`src/core/monitor_pkg.sv`:
```
// Constants, register map and encodings for the monitor output generator
package monitor_pkg;
   // Clock and timing
   localparam int CLK_MHZ = 100;
   localparam int PWM_STEP_NS = 100;
   localparam int PWM_STEP_CYCLES = (PWM_STEP_NS * CLK_MHZ + 999) / 1000;
   localparam int PWM_BITS = 10;
   localparam logic [10:0] FRAC_FULL = 11'h400;
   localparam int GAIN_SHIFT = 7;
   localparam int FRAC_SHIFT = 10;
   // FM phase increment per cycle: 2^48 / 1e9, applied as (code * K) >> 16
   localparam logic [18:0] FM_INC_K = 19'h4_4B83;
   localparam int FM_INC_SHIFT = 16;

   // Register byte offsets
   localparam logic [7:0] OFS_PULSE_SEL = 8'h00;
   localparam logic [7:0] OFS_PULSE_GAIN = 8'h04;
   localparam logic [7:0] OFS_MAX_FREQ = 8'h08;
   localparam logic [7:0] OFS_VOLT_SEL = 8'h0C;
   localparam logic [7:0] OFS_CURR_SEL = 8'h10;
   localparam logic [7:0] OFS_VOLT_GAIN = 8'h14;
   localparam logic [7:0] OFS_VOLT_OFS = 8'h18;
   localparam logic [7:0] OFS_CURR_GAIN = 8'h1C;
   localparam logic [7:0] OFS_CURR_OFS = 8'h20;
   localparam logic [7:0] OFS_STATUS = 8'h24;
   localparam logic [7:0] OFS_LEVELS = 8'h28;

   // Reset values
   localparam logic [7:0] RST_PULSE_SEL = 8'h00;
   localparam logic [7:0] RST_PULSE_GAIN = 8'h80;
   localparam logic [15:0] RST_MAX_FREQ = 16'h1770;
   localparam logic [7:0] RST_VOLT_SEL = 8'h00;
   localparam logic [7:0] RST_CURR_SEL = 8'h00;
   localparam logic [7:0] RST_VOLT_GAIN = 8'hB4;
   localparam logic [7:0] RST_VOLT_OFS = 8'h00;
   localparam logic [7:0] RST_CURR_GAIN = 8'h50;
   localparam logic [7:0] RST_CURR_OFS = 8'h00;

   // Source select codes
   localparam logic [7:0] SRC_OUT_FREQ = 8'h00;
   localparam logic [7:0] SRC_OUT_CURR = 8'h01;
   localparam logic [7:0] SRC_OUT_FREQ_FM = 8'h03;
   localparam logic [7:0] SRC_OUT_VOLT = 8'h04;
   localparam logic [7:0] SRC_IN_POWER = 8'h05;
   localparam logic [7:0] SRC_THERMAL = 8'h06;
   localparam logic [7:0] SRC_RAMP_FREQ = 8'h07;

   // Full scales in input units (0.1 percent); frequencies use max_frequency_setting
   localparam logic [15:0] FS_PCT_200 = 16'h07D0;
   localparam logic [15:0] FS_PCT_100 = 16'h03E8;

   // Analog levels: voltage in 0.01 V, current in 0.01 mA, offsets in 0.1 units
   localparam logic [10:0] VOLT_SPAN = 11'h3E8;
   localparam logic [10:0] VOLT_MAX = 11'h3E8;
   localparam logic [7:0] VOLT_OFS_MAX = 8'h64;
   localparam logic [11:0] CURR_BASE = 12'h190;
   localparam logic [10:0] CURR_SPAN = 11'h640;
   localparam logic [11:0] CURR_MAX = 12'h7D0;
   localparam logic [7:0] CURR_OFS_MAX = 8'hC8;

   typedef enum logic [1:0] {
      SEQ_START = 2'b01,
      SEQ_WAIT = 2'b10
   } seq_state_t;
endpackage

```
`src/core/fraction_divider.sv`:
```
// Sequential divider giving num/den as a saturated Q10 fraction
`timescale 1ns/100ps
module fraction_divider (
   input wire logic pclk,
   input wire logic presetn,
   input wire logic start,
   input wire logic [15:0] num,
   input wire logic [15:0] den,
   output logic done,
   output logic [10:0] frac
);
   logic [16:0] rem_q;
   logic [15:0] den_q;
   logic [9:0] quo_q;
   logic [3:0] step_q;
   logic busy_q;
   logic [16:0] shifted;

   assign shifted = {rem_q[15:0], 1'b0};

   always_ff @(posedge pclk or negedge presetn) begin
      if (!presetn) begin
         rem_q <= 17'h0_0000;
         den_q <= 16'h0000;
         quo_q <= 10'h000;
         step_q <= 4'h0;
         busy_q <= 1'b0;
         done <= 1'b0;
         frac <= 11'h000;
      end else begin
         done <= 1'b0;
         if (start) begin
            // Zero full scale reads as zero rather than dividing by zero
            if (den == 16'h0000) begin
               frac <= 11'h000;
               done <= 1'b1;
            end else if (num >= den) begin
               frac <= monitor_pkg::FRAC_FULL;
               done <= 1'b1;
            end else begin
               rem_q <= {1'b0, num};
               den_q <= den;
               quo_q <= 10'h000;
               step_q <= 4'h0;
               busy_q <= 1'b1;
            end
         end else if (busy_q) begin
            if (shifted >= {1'b0, den_q}) begin
               rem_q <= shifted - {1'b0, den_q};
               quo_q <= {quo_q[8:0], 1'b1};
            end else begin
               rem_q <= shifted;
               quo_q <= {quo_q[8:0], 1'b0};
            end
            step_q <= step_q + 4'h1;
            if (step_q == 4'h9) begin
               busy_q <= 1'b0;
               done <= 1'b1;
               frac <= {1'b0, quo_q[8:0], (shifted >= {1'b0, den_q})};
            end
         end
      end
   end
endmodule

```
`src/core/monitor_output_generator.sv`:
```
// Pulse, voltage and current monitor outputs with APB register access
//
// Our own choices: register access over APB and the register offsets.
`timescale 1ns/100ps
module monitor_output_generator (
   input wire logic pclk,
   input wire logic presetn,
   input wire logic [7:0] paddr,
   input wire logic psel,
   input wire logic penable,
   input wire logic pwrite,
   input wire logic [31:0] pwdata,
   output logic [31:0] prdata,
   output logic pready,
   output logic pslverr,
   input wire logic [15:0] output_frequency,
   input wire logic [15:0] output_current,
   input wire logic [15:0] output_voltage,
   input wire logic [15:0] input_power,
   input wire logic [15:0] thermal_load,
   input wire logic [15:0] ramped_frequency,
   output logic pulse_monitor_pin,
   output logic [10:0] voltage_monitor_pin,
   output logic [11:0] current_monitor_pin
);
   ////////////////////////////////////////////////////////////////////////////
   // Registers
   logic [7:0] pulse_output_source_select_q;
   logic [7:0] pulse_output_gain_q;
   logic [15:0] max_frequency_setting_q;
   logic [7:0] voltage_output_source_select_q;
   logic [7:0] current_output_source_select_q;
   logic [7:0] voltage_output_gain_q;
   logic [7:0] voltage_output_offset_q;
   logic [7:0] current_output_gain_q;
   logic [7:0] current_output_offset_q;

   logic access;
   logic mapped;
   logic [10:0] duty_q;
   logic [31:0] rd_word;

   assign access = psel && penable;
   assign pready = 1'b1;

   always_comb begin
      mapped = 1'b1;
      rd_word = 32'h0000_0000;
      case (paddr)
         monitor_pkg::OFS_PULSE_SEL: rd_word = {24'h00_0000, pulse_output_source_select_q};
         monitor_pkg::OFS_PULSE_GAIN: rd_word = {24'h00_0000, pulse_output_gain_q};
         monitor_pkg::OFS_MAX_FREQ: rd_word = {16'h0000, max_frequency_setting_q};
         monitor_pkg::OFS_VOLT_SEL: rd_word = {24'h00_0000, voltage_output_source_select_q};
         monitor_pkg::OFS_CURR_SEL: rd_word = {24'h00_0000, current_output_source_select_q};
         monitor_pkg::OFS_VOLT_GAIN: rd_word = {24'h00_0000, voltage_output_gain_q};
         monitor_pkg::OFS_VOLT_OFS: rd_word = {24'h00_0000, voltage_output_offset_q};
         monitor_pkg::OFS_CURR_GAIN: rd_word = {24'h00_0000, current_output_gain_q};
         monitor_pkg::OFS_CURR_OFS: rd_word = {24'h00_0000, current_output_offset_q};
         monitor_pkg::OFS_STATUS: rd_word = {15'h0000, pulse_monitor_pin, 5'h00, duty_q};
         monitor_pkg::OFS_LEVELS: rd_word = {4'h0, current_monitor_pin, 5'h00, voltage_monitor_pin};
         default: mapped = 1'b0;
      endcase
      if (!psel || pwrite || !mapped) begin
         rd_word = 32'h0000_0000;
      end
   end

   // Latched at setup, so read data leaves a flop and stands through the access phase
   always_ff @(posedge pclk or negedge presetn) begin
      if (!presetn) begin
         prdata <= 32'h0000_0000;
      end else if (psel && !penable) begin
         prdata <= rd_word;
      end
   end

   assign pslverr = psel && penable && !mapped;

   always_ff @(posedge pclk or negedge presetn) begin
      if (!presetn) begin
         pulse_output_source_select_q <= monitor_pkg::RST_PULSE_SEL;
         pulse_output_gain_q <= monitor_pkg::RST_PULSE_GAIN;
         max_frequency_setting_q <= monitor_pkg::RST_MAX_FREQ;
         voltage_output_source_select_q <= monitor_pkg::RST_VOLT_SEL;
         current_output_source_select_q <= monitor_pkg::RST_CURR_SEL;
         voltage_output_gain_q <= monitor_pkg::RST_VOLT_GAIN;
         voltage_output_offset_q <= monitor_pkg::RST_VOLT_OFS;
         current_output_gain_q <= monitor_pkg::RST_CURR_GAIN;
         current_output_offset_q <= monitor_pkg::RST_CURR_OFS;
      end else if (access && pwrite) begin
         case (paddr)
            monitor_pkg::OFS_PULSE_SEL: pulse_output_source_select_q <= pwdata[7:0];
            monitor_pkg::OFS_PULSE_GAIN: pulse_output_gain_q <= pwdata[7:0];
            monitor_pkg::OFS_MAX_FREQ: max_frequency_setting_q <= pwdata[15:0];
            monitor_pkg::OFS_VOLT_SEL: voltage_output_source_select_q <= pwdata[7:0];
            monitor_pkg::OFS_CURR_SEL: current_output_source_select_q <= pwdata[7:0];
            monitor_pkg::OFS_VOLT_GAIN: voltage_output_gain_q <= pwdata[7:0];
            // Offsets beyond their range are clipped on write
            monitor_pkg::OFS_VOLT_OFS: voltage_output_offset_q <= (pwdata[7:0] > monitor_pkg::VOLT_OFS_MAX) ?
               monitor_pkg::VOLT_OFS_MAX : pwdata[7:0];
            monitor_pkg::OFS_CURR_GAIN: current_output_gain_q <= pwdata[7:0];
            monitor_pkg::OFS_CURR_OFS: current_output_offset_q <= (pwdata[7:0] > monitor_pkg::CURR_OFS_MAX) ?
               monitor_pkg::CURR_OFS_MAX : pwdata[7:0];
            default: ;
         endcase
      end
   end

   ////////////////////////////////////////////////////////////////////////////
   // Quantity selection and normalisation
   function automatic logic [11:0] gain_scale(input logic [10:0] frac, input logic [7:0] gain);
      logic [18:0] prod;
      prod = 19'(frac) * 19'(gain);
      prod = prod >> monitor_pkg::GAIN_SHIFT;
      gain_scale = (prod >= 19'(monitor_pkg::FRAC_FULL)) ? 12'(monitor_pkg::FRAC_FULL) : prod[11:0];
   endfunction

   function automatic logic [11:0] span_scale(input logic [10:0] frac, input logic [7:0] gain,
                                              input logic [10:0] span);
      logic [29:0] prod;
      prod = 30'(frac) * 30'(gain) * 30'(span);
      prod = prod >> (monitor_pkg::GAIN_SHIFT + monitor_pkg::FRAC_SHIFT);
      span_scale = (prod > 30'h0000_0FFF) ? 12'hFFF : prod[11:0];
   endfunction

   monitor_pkg::seq_state_t seq_q;
   logic [1:0] ch_q;
   logic [7:0] ch_code;
   logic [15:0] ch_num;
   logic [15:0] ch_den;
   logic div_start;
   logic div_done;
   logic [10:0] div_frac;
   logic [10:0] frac_q [0:2];

   always_comb begin
      case (ch_q)
         2'd1: ch_code = voltage_output_source_select_q;
         2'd2: ch_code = current_output_source_select_q;
         default: ch_code = pulse_output_source_select_q;
      endcase
      ch_num = 16'h0000;
      ch_den = 16'h0000;
      case (ch_code)
         monitor_pkg::SRC_OUT_FREQ: begin
            ch_num = output_frequency;
            ch_den = max_frequency_setting_q;
         end
         monitor_pkg::SRC_OUT_CURR: begin
            ch_num = output_current;
            ch_den = monitor_pkg::FS_PCT_200;
         end
         monitor_pkg::SRC_OUT_VOLT: begin
            ch_num = output_voltage;
            ch_den = monitor_pkg::FS_PCT_100;
         end
         monitor_pkg::SRC_IN_POWER: begin
            ch_num = input_power;
            ch_den = monitor_pkg::FS_PCT_200;
         end
         monitor_pkg::SRC_THERMAL: begin
            ch_num = thermal_load;
            ch_den = monitor_pkg::FS_PCT_100;
         end
         monitor_pkg::SRC_RAMP_FREQ: begin
            ch_num = ramped_frequency;
            ch_den = max_frequency_setting_q;
         end
         // Unlisted codes, and FM for the analog channels, read as zero
         default: ;
      endcase
   end

   assign div_start = (seq_q == monitor_pkg::SEQ_START);

   // One shared divider is time-multiplexed over the three channels
   fraction_divider u_div (
      .pclk(pclk),
      .presetn(presetn),
      .start(div_start),
      .num(ch_num),
      .den(ch_den),
      .done(div_done),
      .frac(div_frac)
   );

   always_ff @(posedge pclk or negedge presetn) begin
      if (!presetn) begin
         seq_q <= monitor_pkg::SEQ_START;
         ch_q <= 2'd0;
      end else begin
         case (seq_q)
            monitor_pkg::SEQ_START: seq_q <= monitor_pkg::SEQ_WAIT;
            monitor_pkg::SEQ_WAIT: begin
               if (div_done) begin
                  seq_q <= monitor_pkg::SEQ_START;
                  ch_q <= (ch_q == 2'd2) ? 2'd0 : ch_q + 2'd1;
               end
            end
            default: seq_q <= monitor_pkg::SEQ_START;
         endcase
      end
   end

   always_ff @(posedge pclk or negedge presetn) begin
      if (!presetn) begin
         frac_q[0] <= 11'h000;
         frac_q[1] <= 11'h000;
         frac_q[2] <= 11'h000;
      end else if (seq_q == monitor_pkg::SEQ_WAIT && div_done) begin
         frac_q[ch_q] <= div_frac;
      end
   end

   ////////////////////////////////////////////////////////////////////////////
   // PWM carrier
   logic [3:0] step_cnt_q;
   logic step_en;
   logic [monitor_pkg::PWM_BITS-1:0] pwm_cnt_q;
   logic [11:0] duty_next;

   assign step_en = (step_cnt_q == 4'(monitor_pkg::PWM_STEP_CYCLES - 1));
   assign duty_next = gain_scale(frac_q[0], pulse_output_gain_q);

   always_ff @(posedge pclk or negedge presetn) begin
      if (!presetn) begin
         step_cnt_q <= 4'h0;
      end else begin
         step_cnt_q <= step_en ? 4'h0 : step_cnt_q + 4'h1;
      end
   end

   always_ff @(posedge pclk or negedge presetn) begin
      if (!presetn) begin
         pwm_cnt_q <= '0;
         duty_q <= 11'h000;
      end else if (step_en) begin
         pwm_cnt_q <= pwm_cnt_q + {{(monitor_pkg::PWM_BITS-1){1'b0}}, 1'b1};
         // Duty only changes at a period start, so no runt pulses appear
         if (pwm_cnt_q == '1) begin
            duty_q <= duty_next[10:0];
         end
      end
   end

   ////////////////////////////////////////////////////////////////////////////
   // FM phase accumulator
   logic [15:0] fm_freq;
   logic [34:0] fm_prod;
   logic [31:0] phase_q;

   // Clamping at the maximum makes ten times the maximum the top frequency
   assign fm_freq = (output_frequency > max_frequency_setting_q) ? max_frequency_setting_q :
      output_frequency;
   assign fm_prod = 35'(fm_freq) * 35'(monitor_pkg::FM_INC_K);

   always_ff @(posedge pclk or negedge presetn) begin
      if (!presetn) begin
         phase_q <= 32'h0000_0000;
      end else if (pulse_output_source_select_q == monitor_pkg::SRC_OUT_FREQ_FM) begin
         phase_q <= phase_q + 32'(fm_prod >> monitor_pkg::FM_INC_SHIFT);
      end else begin
         phase_q <= 32'h0000_0000;
      end
   end

   ////////////////////////////////////////////////////////////////////////////
   // Outputs
   logic [11:0] volt_lvl;
   logic [12:0] volt_sum;
   logic [11:0] curr_lvl;
   logic [12:0] curr_sum;

   assign volt_lvl = span_scale(frac_q[1], voltage_output_gain_q, monitor_pkg::VOLT_SPAN);
   assign volt_sum = 13'(volt_lvl) + 13'(voltage_output_offset_q) * 13'd10;
   assign curr_lvl = span_scale(frac_q[2], current_output_gain_q, monitor_pkg::CURR_SPAN);
   assign curr_sum = 13'(monitor_pkg::CURR_BASE) + 13'(curr_lvl) + 13'(current_output_offset_q) * 13'd10;

   always_ff @(posedge pclk or negedge presetn) begin
      if (!presetn) begin
         pulse_monitor_pin <= 1'b0;
         voltage_monitor_pin <= 11'h000;
         current_monitor_pin <= 12'h000;
      end else begin
         if (pulse_output_source_select_q == monitor_pkg::SRC_OUT_FREQ_FM) begin
            pulse_monitor_pin <= phase_q[31];
         end else begin
            pulse_monitor_pin <= ({1'b0, pwm_cnt_q} < duty_q);
         end
         voltage_monitor_pin <= (volt_sum > 13'(monitor_pkg::VOLT_MAX)) ? monitor_pkg::VOLT_MAX :
            volt_sum[10:0];
         current_monitor_pin <= (curr_sum > 13'(monitor_pkg::CURR_MAX)) ? monitor_pkg::CURR_MAX :
            curr_sum[11:0];
      end
   end
endmodule

```
`config.mk`:
```
export PLATFORM = sky130hd
export DESIGN_NAME = monitor_output_generator
export DESIGN_NICKNAME = d
export VERILOG_FILES = /design/src/core/monitor_pkg.sv /design/src/core/fraction_divider.sv /design/src/core/monitor_output_generator.sv
export SDC_FILE = /design/constraint.sdc
export NUM_CORES = 2
export LEC_CHECK = 0
export ABC_AREA = 1
export BUFFER_PORTS_ARGS = -buffer_cell sky130_fd_sc_hd__buf_2
export CORE_MARGIN = 1
export CORE_UTILIZATION = 30
export DETAILED_ROUTE_END_ITERATION = 8
export SETUP_SLACK_MARGIN = 0.1
export SLEW_MARGIN = 20
export SYNTH_ARGS = -nofsm -noshare
export SYNTH_HDL_FRONTEND = slang
export SYNTH_HIERARCHICAL = 1
export SYNTH_SLANG_ARGS = --single-unit
```
`constraint.sdc`:
```
create_clock -name pclk -period 25.9 [get_ports pclk]
set_clock_uncertainty 0.2 [all_clocks]
set_input_delay 3.885 -clock pclk [delete_from_list [all_inputs] [get_ports pclk]]
set_output_delay 3.885 -clock pclk [all_outputs]
set_load 0.01 [all_outputs]
```
# After elaboration in Yosys (flattened, before gate mapping)
# Cells that the tools add are included.
[classes]
multipliers = 8
bitwise = 3
n_mux = 52
eq_ne = 27
n_lt_le_gt_ge = 13
reduce_logical = 35
add_sub_neg = 9
[ops]
columns = ["cell", "count"]
rows = [
  ["one-hot mux 28 bit (11 select lines)", 1],
  ["2-to-1 mux 16 bit", 6],
  ["one-hot mux 16 bit (6 select lines)", 1],
  ["2-to-1 mux 11 bit", 8],
  ["2-to-1 mux 32 bit", 2],
  ["multiplier 11 x 8 -> 19 bit", 3],
  ["one-hot mux 16 bit (3 select lines)", 1],
  ["== test 8 x 3 -> 1 bit (second input constant)", 5],
  ["2-to-1 mux 12 bit", 3],
  ["2-to-1 mux 9 bit", 4],
  ["multiplier 16 x 19 -> 35 bit (second input constant)", 1],
  ["bitwise mux 33 bit", 1],
  ["adder 32 x 19 -> 32 bit", 1],
  ["== test 8 x 5 -> 1 bit (second input constant)", 4],
  ["multiplier 19 x 7 -> 26 bit (second input constant)", 1],
  ["== test 8 x 6 -> 1 bit (second input constant)", 3],
  ["multiplier 19 x 5 -> 24 bit (second input constant)", 1],
  ["AND reduction 2 bit", 12],
  ["demux 11 bit (select 2 bit)", 1],
  ["multiplier 8 x 3 -> 11 bit (second input constant)", 2],
  ["2-to-1 mux 4 bit", 5],
  [">= comparator 17 x 16 -> 1 bit", 1],
  ["== test 8 x 4 -> 1 bit (second input constant)", 2],
  [">= comparator 16 bit", 1],
  ["43 further kinds", 77],
]
[totals]
regBits = 288
wordCells = 176
out_inout_bits = 58

# Longest topological paths before layout
[logic_depth]
word_depth = 9
mapped_depth = 53

# By module
# Netlist, hierarchy kept.
[modules_own_cells]
columns = ["mod", "cells_each", "n_inst", "area_each_um2"]
rows = [
  ["monitor_output_generator", 3971, 1, 31197.4],
  ["fraction_divider", 622, 1, 4242.8],
]

# Worst setup path after synthesis
# Ideal clock, no wire load.
[synth_path]
kind = "in2reg"
startpoint = "input port output_frequency[7]"
endpoint = "register phase_q[28]"
path_slack_ns = 14.132
setup_time_ns = 0.077
arrival_ns = 11.490
path_stages = 39
path_cell_list = "ha_1 nand2_1 nor2_1 nand2_1 nand2_1 nand2_1 nand2_1 nand2_1 clkbuf_1 clkbuf_1 o21ai_0 fa_1 inv_1 fa_1 fa_1 inv_1 fa_1 fa_1 [... 3 more ...] nor2_1 inv_1 o21ai_0 inv_1 nor2_1 a2111oi_0 nand2_1 xor2_1 ha_1 nand2_1 nor4_1 nand4_1 nand3_1 and2_1 nand2_1 nor3b_1 o21ai_0 a21oi_1"
[synth_via]
elab_chain_len = 5
[synth_lines]
columns = ["item", "line_no", "rtl"]
rows = [
  ["start, declared", "monitor_output_generator.sv:16", "input wire logic [15:0] output_frequency,"],
  ["greater-than comparator 16 bit", "monitor_output_generator.sv:253", "assign fm_freq = (output_frequency > max_frequency_setting_q) ? max_frequency_setting_q :"],
  ["2-to-1 mux 16 bit *", "monitor_output_generator.sv:253", ""],
  ["multiplier 16 x 19 -> 35 bit *", "monitor_output_generator.sv:255", "assign fm_prod = 35'(fm_freq) * 35'(monitor_pkg::FM_INC_K);"],
  ["adder 32 x 19 -> 32 bit *", "monitor_output_generator.sv:261", "phase_q <= phase_q + 32'(fm_prod >> monitor_pkg::FM_INC_SHIFT);"],
  ["2-to-1 mux 32 bit *", "monitor_output_generator.sv:260", "end else if (pulse_output_source_select_q == monitor_pkg::SRC_OUT_FREQ_FM) begin"],
  ["end signal, assigned", "monitor_output_generator.sv:261", ""],
  ["end, declared", "monitor_output_generator.sv:250", "logic [31:0] phase_q;"],
]
# Mark *: on every way between the ends. The rest lies on a longest branch, timed or not.
# A chain may end at the register's enable or synchronous reset.

# Worst setup path after layout
[layout_path]
startpoint = "input port output_frequency[13]"
endpoint = "register phase_q[31]"
# The elaborated chain is that of the path after synthesis.

==> metrics.txt <==
GR Util All Layers=about 16%; unrepaired setup endpoints after global routing=no; CP required=26.13 ns; final cell utilization of the core=33.3%; run status=completed; Non-Filler Instances=between 6000 and 7000; VDD IR-drop max=77.1 uV; WP data arrival=roughly 13 ns; critical path type=primary input to flop; placed cells=approximately 6200; Die H=around 350 um; mean post-synth cell area=7.72 um^2; Place WS=12.16 ns; Placement Rows=125; final-report setup violation count=0; Worst Path Max Fanout=30; Post-Layout Inst Area=38900 um^2; Post-CTS Setup Bufs=0; register area share after synthesis=around a fifth; worst stage delay on the critical path=0.86 ns; pin count of the biggest net entering global routing=102; die area=roughly 120000 um^2; max-cap violation count=0; CTS Buf Count=31; Hold Path Class=flop to flop; drt wl/cell=about 16 um; EDFF count, synth=0; number of vias per cell=between 4 and 5; Post-route DRC=0; number of global-route vias before repair=between 20000 and 30000; Synth-to-Final Area Change=9.70%; Yosys cell types=67; Mapped Area=about 35000 um^2; most frequent cell after synthesis=nand2_1; gp weighted congestion=between 0.9 and 1; Worst Setup Slack, final=approximately 13 ns; Clock Latency Late Sink=approximately 0.6 ns; crit share post-route=about half; minimum clock period=about 13 ns; PortBufs=approximately 180; Worst setup SP type=primary input; Synth area leader=dfrtp_1; dpl cell area=37800 um^2; global-route wire length before repair=158000 um; Slew Limit Headroom=28.4%; CTS sink cnt=approximately 280; Worst-path clk slew=roughly 0.06 ns; Die Wd=346 um; Commonest cells post-synth=1043 x nand2_1, 942 x inv_1, 507 x ha_1; layout cells sized above 1=6.98%; Pre-antenna DRT Iters=8; Leak Pwr=~22 nW; DR iter-0 viols=around 2000; CTS tree=done; Detail Route Antenna Nets=0; Post-CTS Hold Fix Bufs=0; Initial Util=between 30% and 40%; Clock Tree Buf Depth=3; Max Transition Viols Final=0; Largest delay share family, worst path=adder cells; FFs w/ async S/R, synth=100%; Congestion Overflow GR=0; Yosys Warn Count=6; slowest cell on the critical path=o21ai_0; root buf cell=clkbuf_16; Final HPWL DP=81900 um; Synth Instances=between 4000 and 5000; Power Density=about 76 nW/um^2; Critical path buffers and inverters=6; Crit. End Element=flop; initial antenna violation count=3; DR vias=29669; nets@finish=approximately 5700; Synth area leaders=dfrtp_1 19%, ha_1 18%, fa_1 17%; flops & latches, synth=roughly 280; drt total wl=between 90000 and 100000 um; worst slew pin tran=about 1.1 ns; Ports=approximately 200; post-synth top area share=approximately a fifth; top_reg_cell synth=dfrtp_1; diode count=0; core box area=117000 um^2; CTS H-tree depth=1; Final Hold Vio Count=0; Post-Route Setup TNS=0 ns; FMAX=between 0.07 and 0.08 GHz; Resized Gates After CTS=0; cell with the most instances on the worst path=nand2_1
per-layer routing:
layer / global-route usage [%] / share of wire (%) / up-vias
met2: 27.5 / 47 / 647
li1: - / - / 14704
met1: 21.7 / 45 / 14185
met4: 4.67 / 2.9 / 4
met5: 0 / 0.026 / -
met3: 2.03 / 4.5 / 129
layout by cell type, fill, tap and decap left out, types with 36 or more instances in the layout:
master and n:
nor2_1 241, a21oi_1 230, o21ai_0 293, nand4_1 36, buf_2 176, nand3_1 164
xnor2_1 41, xor2_1 89, ha_1 507, dfrtp_1 269, fa_1 306, nand2_1 1042
inv_1 942
sequential cells by signal, indices dropped and copies added (netlist names), 9 cells and up:
| register | cells |
|---|---|
| u_div/frac | 11 |
| phase_q | 32 |
| u_div/quo_q | 9 |
| duty_q | 11 |
| prdata | 28 |
| u_div/den_q | 16 |
| current_monitor_pin | 12 |
| max_frequency_setting_q | 16 |
| frac_q | 33 |
| pwm_cnt_q | 10 |
| u_div/rem_q | 16 |
| voltage_monitor_pin | 11 |
power by group:
group / internal, W / total [W] / switching (W)
clock network: 0.000267 / 0.000456 / 0.000189
registers: 0.000512 / 0.000587 / 0.0000755
logic: 0.000639 / 0.00192 / 0.00128
total: 0.00142 / 0.00296 / 0.00155
cell type report:
class,count,area [um^2]
tap,1524,1910
clock buffer,47,896
multi-input combinational,3237,24200
clock inverter,11,136
fill,12385,77800
timing repair buffer,192,1010
sequential,284,7130
inverter,955,3590
worst register-to-register path: cells and delay by family (launching register included):
kind	cells	cell delay, ns
adder cells (fa/ha/maj)	11	4.95
AO/OA/AOI/OAI	9	2.40
AND/OR/NAND/NOR	12	1.40
buffers and inverters	7	0.64
XOR/XNOR	2	0.64
flip-flops	1	0.60
final timing paths:
path                                     startpoint                      to  slack (ns)  depth (start not counted)
min                                     phase_q[28]             phase_q[28]        0.26                          1
min in group asynchronous                   presetn  voltage_monitor_pin[4]        3.12                          1
max                            output_frequency[13]             phase_q[31]       12.90                         37
max reg2reg                voltage_output_gain_q[3]  voltage_monitor_pin[9]       14.89                         41
min reg2reg                             phase_q[28]             phase_q[28]        0.26                          1
max in group asynchronous                   presetn         u_div/den_q[15]       20.14                          3
through the flow:
| stage | power (W) | hold WS (ns) |
|---|---|---|
| 2_1_floorplan | 0.00201 | 0.234 |
| 3_3_place_gp | 0.00248 | 0.250 |
| 3_5_place_dp | 0.00250 | 0.253 |
| 4_1_cts | 0.00297 | 0.260 |
| 5_1_grt | 0.00326 | 0.288 |
| 6_report | 0.00296 | 0.265 |
cell families (layout without fill, tap and decap cells):
group / count (synthesis) / count (layout) / share of synthesized area (%)
flip-flops: 284 / 284 / 20.1
multiplexers: 1 / 1 / 0.0282
AO/OA/AOI/OAI: 688 / 688 / 11.0
XOR/XNOR: 131 / 131 / 3.29
buffers and inverters: 1077 / 1205 / 11.7
adder cells (fa/ha/maj): 813 / 813 / 35.2
other: 2 / 7 / 0.0212
AND/OR/NAND/NOR: 1597 / 1597 / 18.8
(Power assumes the default switching activity.)
